## config.mk

```make
export PLATFORM = sky130hd
export DESIGN_NAME = su_device_flat
export DESIGN_NICKNAME = d
export VERILOG_FILES = /design/src/inc/su_pkg.sv /design/src/inc/su_line_if.sv /design/src/hw/su_device.sv /design/src/hw/su_frame_tx.sv /design/src/flat_wrapper.sv
export SDC_FILE = /design/constraint.sdc
export NUM_CORES = 1
export LEC_CHECK = 0
export BUFFER_PORTS_ARGS = -buffer_cell sky130_fd_sc_hd__buf_2
export CORE_MARGIN = 3
export CORE_UTILIZATION = 59
export DETAILED_ROUTE_END_ITERATION = 6
export PLACE_DENSITY = 0.89
export SLEW_MARGIN = 15
export SYNTH_ARGS = -nofsm -noshare
export SYNTH_HDL_FRONTEND = slang
export SYNTH_SLANG_ARGS = --single-unit
```

## constraint.sdc

```tcl
create_clock -name hclk -period 3.39 [get_ports hclk]
set_input_delay 0 -clock hclk [delete_from_list [all_inputs] [get_ports hclk]]
set_output_delay 0 -clock hclk [all_outputs]
set_load 0.02 [all_outputs]
```

## src/inc/su_pkg.sv

```systemverilog
// Shared constants, types and decoders of the serial unit and its partner station
package su_pkg;
	localparam int SU_CLK_HZ     = 125_000_000;
	localparam int SU_BIT_RATE   = 115_200;
	localparam int SU_OVERSAMPLE = 16;
	localparam int SU_MID_TICK   = 8;
	localparam int SU_BASIC_DIV  = SU_CLK_HZ / (SU_OVERSAMPLE * SU_BIT_RATE);

	localparam logic [3:0] SU_MID_CNT = 4'(SU_MID_TICK - 1);
	localparam logic [3:0] SU_BIT_CNT = 4'(SU_OVERSAMPLE - 1);

	localparam logic [3:0] SU_OFS_CTRL = 4'h0;
	localparam logic [3:0] SU_OFS_STAT = 4'h4;
	localparam logic [3:0] SU_OFS_RXD  = 4'h8;
	localparam logic [3:0] SU_OFS_TXD  = 4'hC;

	localparam int SU_C_RXEN  = 0;
	localparam int SU_C_TXEN  = 1;
	localparam int SU_C_RIE   = 2;
	localparam int SU_C_MP_WAIT_ENABLE  = 3;
	localparam int SU_C_TIE   = 4;
	localparam int SU_C_FMT   = 5;
	localparam int SU_C_W     = 10;
	localparam logic [9:0] SU_CTRL_RST = 10'h000;

	localparam int SU_S_FULL = 0;
	localparam int SU_S_OVR  = 1;
	localparam int SU_S_FER  = 2;
	localparam int SU_S_PER  = 3;
	localparam int SU_S_MPBR = 4;
	localparam int SU_S_TXE  = 5;
	localparam int SU_S_MP_BIT_TRANSMIT = 6;
	localparam logic [6:0] SU_STAT_RST = 7'h20;

	typedef struct packed {
		logic seven_bit;
		logic parity_en;
		logic parity_odd;
		logic mp_format;
		logic two_stop;
	} su_fmt_type;

	typedef enum logic [4:0] {
		SU_ST_IDLE  = 5'b00001,
		SU_ST_START = 5'b00010,
		SU_ST_DATA  = 5'b00100,
		SU_ST_EXTRA = 5'b01000,
		SU_ST_STOP  = 5'b10000
	} su_state_type;

	// Parity setting counts for nothing in marker format
	function automatic logic su_has_extra(input su_fmt_type f);
		return f.mp_format | f.parity_en;
	endfunction

	function automatic logic [2:0] su_last_bit(input su_fmt_type f);
		return f.seven_bit ? 3'h6 : 3'h7;
	endfunction

	function automatic logic su_parity(input logic [7:0] d, input su_fmt_type f);
		return (^(f.seven_bit ? {1'b0, d[6:0]} : d)) ^ f.parity_odd;
	endfunction
endpackage

```

## src/inc/su_line_if.sv

```systemverilog
// Asynchronous serial line between the serial unit and a partner station
`timescale 1ns/1ps
interface su_line_if;
	logic dev_to_stn;
	logic stn_to_dev;
	modport dev_end (output dev_to_stn, input stn_to_dev);
	modport stn_end (output stn_to_dev, input dev_to_stn);
endinterface // su_line_if

```

## src/hw/su_device.sv

```systemverilog
// Serial unit: async receiver with marker addressing, transmitter, AHB-Lite registers
// What this block does
// - Detect start bit, shift frame, check parity/stop
// - Full at completion: set overrun, drop data
// - Any error flag with enable raises error request
// - Parity mismatch flags error, data still transferred
// - Stop bit zero flags framing, data still transferred
// - Clean frame: transfer, set full, request if enabled
// - Errors keep full; overrun loses data, others transfer
// - No new reception while error flags are set
// - Reader empties data before next stop bit
// - Transfer controller read clears full automatically
// - Marker one means ID, zero means data
// - Wait mode suppresses everything until ID frame
// - ID frame sets marker status, ends wait, transfers
// - Marker format ignores the parity enable
// - Software chooses sent marker; unit sends it
// - Station skips frames until its own ID
// - Transmit enable first sends one all-ones frame
// - Transfer controller write clears transmit empty
// - Break: port drives low, then transmit off
// - Receive pin becomes input when receiving
// - 16x basic clock, sample at eighth pulse
// - Start, 7/8 data, optional extra, 1/2 stop
//
// The AHB-Lite interface to the registers and the address map were decided locally.
`timescale 1ns/1ps
module su_device
	import su_pkg::*;
#(
	parameter int BASIC_DIV = SU_BASIC_DIV
) (
	input  wire logic        hclk,
	input  wire logic        hresetn,
	input  wire logic        hsel,
	input  wire logic [31:0] haddr,
	input  wire logic [1:0]  htrans,
	input  wire logic        hwrite,
	input  wire logic [2:0]  hsize,
	input  wire logic [31:0] hwdata,
	input  wire logic        hready,
	output logic             hreadyout,
	output logic             hresp,
	output logic [31:0]      hrdata,
	su_line_if.dev_end       line,
	input  wire logic        port_dir,
	input  wire logic        port_output_value,
	input  wire logic        tc_rx_read,
	output logic [7:0]       tc_rx_data,
	input  wire logic        tc_tx_write,
	input  wire logic [7:0]  tc_tx_data,
	output logic             rx_full_irq,
	output logic             rx_error_irq,
	output logic             tx_empty_irq
);
	logic [SU_C_W-1:0] serial_control_reg;
	logic [6:0]        serial_status_reg;
	logic [7:0]        rx_data_reg;
	logic [7:0]        tx_data_reg;
	su_fmt_type        fmt;
	logic [15:0]       div;
	logic              tick;
	logic              wr_pend;
	logic [3:0]        wr_addr;
	logic              wr_ctrl;
	logic              wr_stat;
	su_state_type      rx_state;
	logic [3:0]        tcnt;
	logic [2:0]        bcnt;
	logic [7:0]        rx_shift_reg;
	logic              rx_ext;
	logic              rx_in;
	logic              rx_prev;
	logic              any_err;
	logic              done;
	logic              skip;
	logic              ovr_ev;
	logic              fer_ev;
	logic              per_ev;
	logic              xfer;
	logic              tx_en_q;
	logic              pre_sent;
	logic              pre_done;
	logic              tx_busy;
	logic              tx_go;
	logic              pre_go;
	logic              txd;

	assign fmt     = su_fmt_type'({<<{serial_control_reg[SU_C_FMT +: 5]}});
	assign tick    = (div == 16'(BASIC_DIV - 1));
	assign any_err = serial_status_reg[SU_S_OVR] | serial_status_reg[SU_S_FER]
		| serial_status_reg[SU_S_PER];
	assign rx_in   = serial_control_reg[SU_C_RXEN] ? line.stn_to_dev : 1'b1;

	// Zero wait states keep the master's handshake trivial
	assign hreadyout = 1'b1;
	assign hresp     = 1'b0;
	assign wr_ctrl   = wr_pend && (wr_addr == SU_OFS_CTRL);
	assign wr_stat   = wr_pend && (wr_addr == SU_OFS_STAT);

	always_ff @(posedge hclk or negedge hresetn) begin
		if (!hresetn) begin
			div <= 16'h0000;
		end else begin
			div <= tick ? 16'h0000 : div + 16'h0001;
		end
	end

	always_ff @(posedge hclk or negedge hresetn) begin
		if (!hresetn) begin
			wr_pend <= 1'b0;
			wr_addr <= 4'h0;
			hrdata  <= 32'h0000_0000;
		end else begin
			wr_pend <= hsel && hready && htrans[1] && hwrite;
			wr_addr <= haddr[3:0];
			if (hsel && hready && htrans[1] && !hwrite) begin
				case (haddr[3:0])
					SU_OFS_CTRL: hrdata <= {22'h000000, serial_control_reg};
					SU_OFS_STAT: hrdata <= {25'h0000000, serial_status_reg};
					SU_OFS_RXD:  hrdata <= {24'h000000, rx_data_reg};
					SU_OFS_TXD:  hrdata <= {24'h000000, tx_data_reg};
					default:     hrdata <= 32'h0000_0000;
				endcase
			end
		end
	end

	// Receive sequencer
	always_ff @(posedge hclk or negedge hresetn) begin
		if (!hresetn) begin
			rx_prev      <= 1'b1;
			rx_state     <= SU_ST_IDLE;
			tcnt         <= 4'h0;
			bcnt         <= 3'h0;
			rx_shift_reg <= 8'h00;
			rx_ext       <= 1'b0;
		end else begin
			rx_prev <= rx_in;
			case (rx_state)
				SU_ST_IDLE: if (!any_err && rx_prev && !rx_in) begin
					rx_state     <= SU_ST_START;
					tcnt         <= 4'h0;
					rx_shift_reg <= 8'h00;
				end
				SU_ST_START: if (tick) begin
					tcnt <= tcnt + 4'h1;
					if (tcnt == SU_MID_CNT) begin
						tcnt     <= 4'h0;
						bcnt     <= 3'h0;
						rx_state <= rx_in ? SU_ST_IDLE : SU_ST_DATA;
					end
				end
				SU_ST_DATA: if (tick) begin
					tcnt <= tcnt + 4'h1;
					if (tcnt == SU_BIT_CNT) begin
						rx_shift_reg[bcnt] <= rx_in;
						bcnt               <= bcnt + 3'h1;
						if (bcnt == su_last_bit(fmt)) begin
							rx_state <= su_has_extra(fmt) ? SU_ST_EXTRA : SU_ST_STOP;
						end
					end
				end
				SU_ST_EXTRA: if (tick) begin
					tcnt <= tcnt + 4'h1;
					if (tcnt == SU_BIT_CNT) begin
						rx_ext   <= rx_in;
						rx_state <= SU_ST_STOP;
					end
				end
				SU_ST_STOP: if (done) begin
					rx_state <= SU_ST_IDLE;
				end else if (tick) begin
					tcnt <= tcnt + 4'h1;
				end
				default: rx_state <= SU_ST_IDLE;
			endcase
		end
	end

	// Frame outcome, decided at the first stop bit
	always_comb begin
		done   = (rx_state == SU_ST_STOP) && tick && (tcnt == SU_BIT_CNT);
		skip   = fmt.mp_format && serial_control_reg[SU_C_MP_WAIT_ENABLE] && !rx_ext;
		ovr_ev = done && !skip && serial_status_reg[SU_S_FULL];
		fer_ev = done && !skip && !rx_in;
		per_ev = done && !skip && fmt.parity_en && !fmt.mp_format
			&& (rx_ext != su_parity(rx_shift_reg, fmt));
		xfer   = done && !skip && !serial_status_reg[SU_S_FULL];
	end

	always_ff @(posedge hclk or negedge hresetn) begin
		if (!hresetn) begin
			rx_data_reg <= 8'h00;
		end else if (xfer) begin
			rx_data_reg <= rx_shift_reg;
		end
	end

	assign tc_rx_data = rx_data_reg;

	always_ff @(posedge hclk or negedge hresetn) begin
		if (!hresetn) begin
			serial_control_reg <= SU_CTRL_RST;
		end else begin
			if (wr_ctrl) begin
				serial_control_reg <= hwdata[SU_C_W-1:0];
			end
			if (done && fmt.mp_format && serial_control_reg[SU_C_MP_WAIT_ENABLE] && rx_ext) begin
				serial_control_reg[SU_C_MP_WAIT_ENABLE] <= 1'b0;
			end
		end
	end

	// Software clears a flag by writing zero to it; a hardware set in the same cycle wins
	always_ff @(posedge hclk or negedge hresetn) begin
		if (!hresetn) begin
			serial_status_reg <= SU_STAT_RST;
		end else begin
			if (wr_stat) begin
				serial_status_reg[SU_S_FULL] <= serial_status_reg[SU_S_FULL] & hwdata[SU_S_FULL];
				serial_status_reg[SU_S_OVR]  <= serial_status_reg[SU_S_OVR] & hwdata[SU_S_OVR];
				serial_status_reg[SU_S_FER]  <= serial_status_reg[SU_S_FER] & hwdata[SU_S_FER];
				serial_status_reg[SU_S_PER]  <= serial_status_reg[SU_S_PER] & hwdata[SU_S_PER];
				serial_status_reg[SU_S_TXE]  <= serial_status_reg[SU_S_TXE] & hwdata[SU_S_TXE];
				serial_status_reg[SU_S_MP_BIT_TRANSMIT] <= hwdata[SU_S_MP_BIT_TRANSMIT];
			end
			if (tc_rx_read) begin
				serial_status_reg[SU_S_FULL] <= 1'b0;
			end
			if (tc_tx_write) begin
				serial_status_reg[SU_S_TXE] <= 1'b0;
			end
			if (xfer && !fer_ev && !per_ev) begin
				serial_status_reg[SU_S_FULL] <= 1'b1;
			end
			if (ovr_ev) begin
				serial_status_reg[SU_S_OVR] <= 1'b1;
			end
			if (fer_ev) begin
				serial_status_reg[SU_S_FER] <= 1'b1;
			end
			if (per_ev) begin
				serial_status_reg[SU_S_PER] <= 1'b1;
			end
			if (done && fmt.mp_format && !skip) begin
				serial_status_reg[SU_S_MPBR] <= rx_ext;
			end
			if (tx_go || !serial_control_reg[SU_C_TXEN]) begin
				serial_status_reg[SU_S_TXE] <= 1'b1;
			end
		end
	end

	assign rx_full_irq  = serial_control_reg[SU_C_RIE] && serial_status_reg[SU_S_FULL];
	assign rx_error_irq = serial_control_reg[SU_C_RIE] && any_err;
	assign tx_empty_irq = serial_control_reg[SU_C_TIE] && serial_status_reg[SU_S_TXE];

	always_ff @(posedge hclk or negedge hresetn) begin
		if (!hresetn) begin
			tx_data_reg <= 8'h00;
		end else if (tc_tx_write) begin
			tx_data_reg <= tc_tx_data;
		end else if (wr_pend && (wr_addr == SU_OFS_TXD)) begin
			tx_data_reg <= hwdata[7:0];
		end
	end

	// Idle frame after enabling lets receivers on the line resynchronise
	assign pre_go = serial_control_reg[SU_C_TXEN] && !pre_sent && !tx_busy;
	assign tx_go  = serial_control_reg[SU_C_TXEN] && pre_done && !tx_busy
		&& !serial_status_reg[SU_S_TXE];

	always_ff @(posedge hclk or negedge hresetn) begin
		if (!hresetn) begin
			tx_en_q  <= 1'b0;
			pre_sent <= 1'b0;
			pre_done <= 1'b0;
		end else begin
			tx_en_q <= serial_control_reg[SU_C_TXEN];
			if (!serial_control_reg[SU_C_TXEN]) begin
				pre_sent <= 1'b0;
				pre_done <= 1'b0;
			end else if (pre_go) begin
				pre_sent <= 1'b1;
			end else if (pre_sent && tx_en_q && !tx_busy) begin
				pre_done <= 1'b1;
			end
		end
	end

	su_frame_tx u_tx (
		.hclk      (hclk),
		.hresetn   (hresetn),
		.tick      (tick),
		.fmt       (fmt),
		.start     (pre_go || tx_go),
		.mark_only (pre_go),
		.data      (tx_data_reg),
		.marker    (serial_status_reg[SU_S_MP_BIT_TRANSMIT]),
		.txd       (txd),
		.busy      (tx_busy)
	);

	// With transmit off the port logic owns the pin, which is how a break is sent
	assign line.dev_to_stn = serial_control_reg[SU_C_TXEN] ? txd
		: (port_dir ? port_output_value : 1'b1);
endmodule // su_device

```

## src/hw/su_frame_tx.sv

```systemverilog
// Frame transmitter running on the 16x basic clock enable
`timescale 1ns/1ps
module su_frame_tx
	import su_pkg::*;
(
	input  wire logic       hclk,
	input  wire logic       hresetn,
	input  wire logic       tick,
	input  wire su_fmt_type fmt,
	input  wire logic       start,
	input  wire logic       mark_only,
	input  wire logic [7:0] data,
	input  wire logic       marker,
	output logic            txd,
	output logic            busy
);
	su_state_type state;
	logic [3:0]   tcnt;
	logic [2:0]   bcnt;
	logic [7:0]   shift;
	logic         ext;
	logic         mark;
	logic         second;
	logic         line_bit;
	logic         pend;

	assign busy = (state != SU_ST_IDLE) || pend;

	always_comb begin
		case (state)
			SU_ST_START: line_bit = 1'b0;
			SU_ST_DATA:  line_bit = shift[bcnt];
			SU_ST_EXTRA: line_bit = ext;
			default:     line_bit = 1'b1;
		endcase
	end

	always_ff @(posedge hclk or negedge hresetn) begin
		if (!hresetn) begin
			txd <= 1'b1;
		end else begin
			txd <= mark | line_bit;
		end
	end

	always_ff @(posedge hclk or negedge hresetn) begin
		if (!hresetn) begin
			state  <= SU_ST_IDLE;
			tcnt   <= 4'h0;
			bcnt   <= 3'h0;
			shift  <= 8'h00;
			ext    <= 1'b1;
			mark   <= 1'b0;
			second <= 1'b0;
			pend   <= 1'b0;
		end else begin
			case (state)
				SU_ST_IDLE: begin
					if (start) begin
						pend   <= 1'b1;
						shift  <= data;
						mark   <= mark_only;
						second <= 1'b0;
						ext    <= fmt.mp_format ? marker : su_parity(data, fmt);
					end
					// Wait for a tick so the start bit is as long as every other bit
					if (pend && tick) begin
						pend  <= 1'b0;
						state <= SU_ST_START;
						tcnt  <= 4'h0;
						bcnt  <= 3'h0;
					end
				end
				default: if (tick) begin
					tcnt <= tcnt + 4'h1;
					if (tcnt == SU_BIT_CNT) begin
						case (state)
							SU_ST_START: state <= SU_ST_DATA;
							SU_ST_DATA: begin
								bcnt <= bcnt + 3'h1;
								if (bcnt == su_last_bit(fmt)) begin
									state <= su_has_extra(fmt) ? SU_ST_EXTRA : SU_ST_STOP;
								end
							end
							SU_ST_EXTRA: state <= SU_ST_STOP;
							default: begin
								second <= 1'b1;
								if (!fmt.two_stop || second) begin
									state <= SU_ST_IDLE;
									mark  <= 1'b0;
								end
							end
						endcase
					end
				end
			endcase
		end
	end
endmodule // su_frame_tx

```

## src/flat_wrapper.sv

```systemverilog
// flat-port wrapper written by rule: the top's interface ports become plain ports
module su_device_flat import su_pkg::*;
#(
	parameter int BASIC_DIV = SU_BASIC_DIV
)
  (hclk, hresetn, hsel, haddr, htrans, hwrite, hsize, hwdata, hready, hreadyout, hresp, hrdata, port_dir, port_output_value, tc_rx_read, tc_rx_data, tc_tx_write, tc_tx_data, rx_full_irq, rx_error_irq, tx_empty_irq, line_dev_to_stn, line_stn_to_dev);
  su_line_if line_i ();
  input  wire logic hclk;
  input  wire logic hresetn;
  input  wire logic hsel;
  input  wire logic [31:0] haddr;
  input  wire logic [1:0] htrans;
  input  wire logic hwrite;
  input  wire logic [2:0] hsize;
  input  wire logic [31:0] hwdata;
  input  wire logic hready;
  output logic hreadyout;
  output logic hresp;
  output logic [31:0] hrdata;
  input  wire logic port_dir;
  input  wire logic port_output_value;
  input  wire logic tc_rx_read;
  output logic [7:0] tc_rx_data;
  input  wire logic tc_tx_write;
  input  wire logic [7:0] tc_tx_data;
  output logic rx_full_irq;
  output logic rx_error_irq;
  output logic tx_empty_irq;
  output wire logic [$bits(line_i.dev_to_stn)-1:0] line_dev_to_stn;
  input wire logic [$bits(line_i.stn_to_dev)-1:0] line_stn_to_dev;
  assign line_dev_to_stn = line_i.dev_to_stn;
  assign line_i.stn_to_dev = line_stn_to_dev;
  su_device #(.BASIC_DIV(BASIC_DIV)) u_core (.hclk(hclk), .hresetn(hresetn), .hsel(hsel), .haddr(haddr), .htrans(htrans), .hwrite(hwrite), .hsize(hsize), .hwdata(hwdata), .hready(hready), .hreadyout(hreadyout), .hresp(hresp), .hrdata(hrdata), .line(line_i), .port_dir(port_dir), .port_output_value(port_output_value), .tc_rx_read(tc_rx_read), .tc_rx_data(tc_rx_data), .tc_tx_write(tc_tx_write), .tc_tx_data(tc_tx_data), .rx_full_irq(rx_full_irq), .rx_error_irq(rx_error_irq), .tx_empty_irq(tx_empty_irq));
endmodule
```

**Word-level counts from Yosys, hierarchy flattened**

Cells that the tools add are included.
W data, S select, Z words.

- Flip-flop bits (word level): 136
- Input bits: 87
- Output and inout bits: 46
- Word-level logic and storage cells: 270

- Add/sub/neg operators: 5
- $lt $le $gt $ge: 3
- Equality and inequality tests: 39
- Multiplexer cells: 88
- Bitwise operators: 11
- Reduce and logical (&&, ||, !) cells: 91

Operator list:

| operator | count |
|---|---|
| $mux W5 | 16 |
| $mux W8 | 7 |
| $mux W4 | 10 |
| $pmux W10 S4 | 1 |
| $logic_and A1 B1 Y1 | 38 |
| $mux W1 | 34 |
| $mux W3 | 10 |
| $pmux W5 S5 | 1 |
| $reduce_bool A2 Y1 | 12 |
| $eq A4 B4 Y1 const B | 5 |
| $ne A2 B1 Y1 const B | 10 |
| $add A16 B1 Y16 const B | 1 |
| $eq A16 B7 Y1 const B | 1 |
| $mux W16 | 1 |
| $pmux W4 S4 | 1 |
| $pmux W8 S2 | 1 |
| $reduce_and A4 Y1 | 4 |
| $reduce_xor A8 Y1 | 2 |
| $pmux W5 S3 | 1 |
| $reduce_and A5 Y1 | 3 |
| $logic_not A1 Y1 | 14 |
| $eq A4 B3 Y1 const B | 3 |
| $ne A2 B2 Y1 const B | 6 |
| $eq A5 B1 Y1 const B | 2 |
| other kinds (30) | 53 |

**Depth between registers and ports, before layout**

- Word-level depth: 10
- Depth in mapped cells: 8
- Depth with buffers taken out: 7

**Hierarchy**

A second synthesis with hierarchy kept.

- Cells, all modules: 540
- Area, all modules: 5955.7 um^2

Modules (own cells, without submodules):

| module | times used | cells each | area each (um^2) | sequential area each (um^2) |
|---|---|---|---|---|
| su_device | 1 | 414 | 4569.4 | 2230.9 |
| su_frame_tx | 1 | 126 | 1386.3 | 629.4 |

**Worst setup path after synthesis**

No wires, ideal clock.

- Path type: flip-flop to flip-flop
- Start: reg u_core.div[0]
- End: reg u_core.rx_data_reg[0], in the netlist u_core.tc_rx_data[0]
- Library setup time: 0.125 ns
- Arrival: 2.124 ns
- Data required time: 3.265 ns
- Setup slack: 1.142 ns
- Cell stages (with the launch flop): 8
- Buffers on the path: 1
- Period minus slack after synthesis: 2.248 ns
- Cells stage by stage: dfrtp_1 > inv_1 > ha_1 > or4b_4 > nor4_4 > and3_2 > buf_2 > mux2_2

- Word-level cells in the longest chain between the ends: 5

Ends and longest elaborated chain:

| element | RTL line | source |
|---|---|---|
| from (decl) | su_device.sv:61 | `logic [15:0] div;` |
| from (signal assigned) | su_device.sv:105 | `div <= tick ? 16'h0000 : div + 16'h0001;` |
| $eq A16 B7 Y1 | su_device.sv:90 | `assign tick = (div == 16'(BASIC_DIV - 1));` |
| $logic_and A1 B1 Y1 (2 in a row) | su_device.sv:183 | `done = (rx_state == SU_ST_STOP) && tick && (tcnt == SU_BIT_CNT);` |
| $logic_and A1 B1 Y1 (2 in a row) | su_device.sv:189 | `xfer = done && !skip && !serial_status_reg[SU_S_FULL];` |
| to (signal assigned) | su_device.sv:196 | `rx_data_reg <= rx_shift_reg;` |
| to (decl) | su_device.sv:58 | `logic [7:0] rx_data_reg;` |

Every way passes these cells.
A chain may end at the register's enable or synchronous reset.

**Worst setup path after layout**

- Start: reg u_core.div[0]
- End: reg u_core.rx_state[3]

- Word-level cells in the longest chain between the ends: 5
- Elaborated cells on any way between the ends: 8
- Those cells by class: 5 x eq/ne; 3 x reduce/logical

Ends and longest elaborated chain:

| element | RTL line | source |
|---|---|---|
| $eq A16 B7 Y1 (*) | su_device.sv:90 |  |
| $logic_and A1 B1 Y1 (2 in a row) | su_device.sv:183 |  |
| $ne A2 B1 Y1 (no line) | n/a |  |
| $reduce_and A9 Y1 (no line) (*) | n/a |  |
| to (signal assigned) | su_device.sv:151 | `rx_state <= rx_in ? SU_ST_IDLE : SU_ST_DATA;` |
| to (signal assigned) | su_device.sv:160 | `rx_state <= su_has_extra(fmt) ? SU_ST_EXTRA : SU_ST_STOP;` |
| to (decl) | su_device.sv:67 | `su_state_type rx_state;` |

Every way passes the cells marked *; elsewhere a longest branch is shown, timed or not.

==> run summary <==
Core Util, Final = 0.747
Vias in the first global route = 5339
Flop2flop setup slack = 900 ps
Final setup violation count = 0
Register area = 2860 um2
Initial DRC Count = 671
Fill count = 597
Share of cells above drive strength 1 = 0.202
CTS tree = yes
Status = completed
Unrepaired setup endpoints after global routing = false
Die X = 109 um
Root buf cell = clkbuf_8
Hold_sp = tc_tx_write
Worst-Margin Slew = 835 ps
Mapped cell area = 6240 um2
Final std cells w/o fill = 836
Crit share post-route = 0.735
# IOs = 133
Setup TNS = 0 ps
TritonRoute pass-1 iters = 5
Fin. Hold Viols = 0
PD cells = 484 nW/um2
Synth Warn # = 0
DP Wirelength = 10.6 mm
Post-Route WL = 17.9 mm
Worst vdd ir = 0.372 mV
Seq/Total Area, Yosys = 0.458
Final Wtd Congestion = 0.916
Hold/Removal Path Class = input port to register
Largest net degree at the start of global routing = 115
Syn avg cell area = 10.4 um2
Cells after synthesis = 598
Met2 Use GR = 0.511
DRC Markers = 0
Clock transition at path regs = 60 ps
H-tree depth = 4
Final worst path period need = 2490 ps
Total grt overflow = 0
Fmax achieved = 0.401 GHz
Hold WS = 32.2 ps
Standard-cell rows = 36
Crit path launch = u_core.div[0]$_DFF_PN0_
Layout Nets = 783
Most common cell after layout, fill and taps aside = dfrtp_1
First-pass GRT wire length = 28.3 mm
Met3 GRT Util = 0.0853
Number of diodes = 0
CP Capture Type = register
Skew final = 12.9 ps
Slew margin rel. = 0.440
Kind of critical path = register to register
Initial Utilization = 0.621
Worst path arrival time = 2930 ps
Wirelength per Cell = 21.4 um
Vias = 5317
Die Y = 109 um
Most frequent cells in the layout = 108 x dfrtp_1, 54 x nand2_1, 53 x buf_2
GRT Overall Usage = 0.316
Total CTS buffers = 17
Max reg flops = 16
FF+latch count, synth = 114
Vias per std cell = 6.36
ANT nets after route = 0
Worst-path fanout max = 6
Max-Cap Viols = 0
Clock Path Buffers = 2
Clock Latency Late Sink = 530 ps
Required @ worst endpoint = 3820 ps
Pins Over Slew Limit = 0
DIE AREA = 11800 um2
RR Startpoint = u_core.div[0]$_DFF_PN0_
Post-CTS Setup Bufs = 0
Most used DFF post-synth = dfrtp_1
Ys async rst share = 1.00
Library cells used by synthesis = 71
Placed Cells = 761
Busiest layer in global routing = met2
Sink Count = 114
CP startpoint kind = register
Post-synth EDFFs = 0
Leakage power = 0.00336 uW
Initial antenna violation count = 2
Multi-input logic area = 3130 um2
Core area = 10000 um2
Area growth, synth to finish = 20.3%
Grt met1 use = 0.376
Port bufs = 54
==> kinds of logic (layout without fill, tap and decap cells) <==
kind of cell | after synthesis | count (layout) | share of synthesized area
and+or+nand+nor | 204 | 204 | 0.179
DFF | 114 | 114 | 0.458
AOI/OAI and AO/OA | 100 | 100 | 0.112
muxes | 75 | 75 | 0.131
buffers and inverters | 62 | 145 | 0.0529
xor gates and xnor gates | 35 | 35 | 0.0535
adders and majority gates | 6 | 6 | 0.0120
other | 2 | 24 | 0.00120
==> metrics by stage <==
step / worst slack, ps / power [uW] / area [um2]
finish: 898 / 3630 / 7510
floorplan: 1140 / 1780 / 6320
detailed placement: 938 / 1900 / 6520
global route: 753 / 3740 / 7510
CTS: 908 / 3610 / 7510
global placement: 1010 / 1880 / 6520
==> critical path: stages (launching register included) <==
cell and delay [ps]:
dfrtp_1 430, inv_1 80, ha_1 160, or4b_4 510, nor4_4 380, nand3_2 160, or4_1 540, o21ai_1 130
==> report_power, final <==
part           switching (uW)  total [uW]  internal [uW]
clock                     676        1680           1000
sequential               88.4        1500           1410
combinational             263         455            192
==> cell type report <==
class	instances	area share
Sequential cell	114	0.381
Clock inverter	13	0.0168
Inverter	12	0.00600
Tap cell	133	0.0222
Timing Repair Buffer	101	0.0993
Clock buffer	19	0.0575
Multi-Input combinational cell	444	0.417
==> final timing paths <==
check                                                          endpoint  depth (start not counted)
worst min-delay path            u_core.serial_status_reg[5]$_DFFE_PN1P_                          4
min in group asynchronous              u_core.u_tx.shift[7]$_DFFE_PN0P_                          3
worst min register to register  u_core.serial_status_reg[4]$_DFFE_PN0P_                          1
worst max register to register           u_core.rx_state[3]$_DFFE_PN0P_                          7
worst max-delay path                     u_core.rx_state[3]$_DFFE_PN0P_                          7
max in group asynchronous                      u_core.div[12]$_DFF_PN0_                          3
==> Yosys cell counts, types with 3 or more instances <==
master / instances / share of area
dfrtp_1: 108 / 0.43
nand2_1: 54 / 0.032
mux2i_1: 41 / 0.066
o21ai_0: 33 / 0.026
mux2_2: 32 / 0.058
nor2_1: 30 / 0.018
xnor2_1: 26 / 0.037
buf_4: 25 / 0.030
clkbuf_1: 21 / 0.013
nand3_1: 19 / 0.015
nor3_1: 15 / 0.012
inv_1: 12 / 0.0072
nand4_1: 12 / 0.012
nor2b_1: 12 / 0.012
a21oi_1: 8 / 0.0064
and3_1: 8 / 0.0080
o21ai_1: 7 / 0.0056
o22a_1: 7 / 0.0098
xor2_1: 7 / 0.0098
dfstp_2: 6 / 0.025
ha_1: 6 / 0.012
nand2b_1: 6 / 0.0060
nand3b_1: 6 / 0.0072
nor4_1: 6 / 0.0060
o211ai_1: 5 / 0.0060
or3_1: 5 / 0.0050
a22o_1: 4 / 0.0056
a31oi_1: 4 / 0.0040
and2_1: 4 / 0.0040
and4_1: 4 / 0.0056
nor4b_1: 4 / 0.0056
a21o_1: 3 / 0.0036
a311oi_1: 3 / 0.0042
buf_2: 3 / 0.0024
o311ai_0: 3 / 0.0042
o31ai_1: 3 / 0.0036
==> routing by layer <==
metal,part of all wire,up-vias,routed length [um]
met2,0.49,330,8750
met3,0.078,92,1400
met4,0.053,4,948
li1,-,2310,-
met1,0.38,2581,6760
met5,0.0016,-,29
==> timing repair <==
item	CTS	global route
hold buffers	43	0
hold endpoints to repair	152	0
gates resized for setup	0	0
No activity file was read; power rests on OpenSTA's default activity.
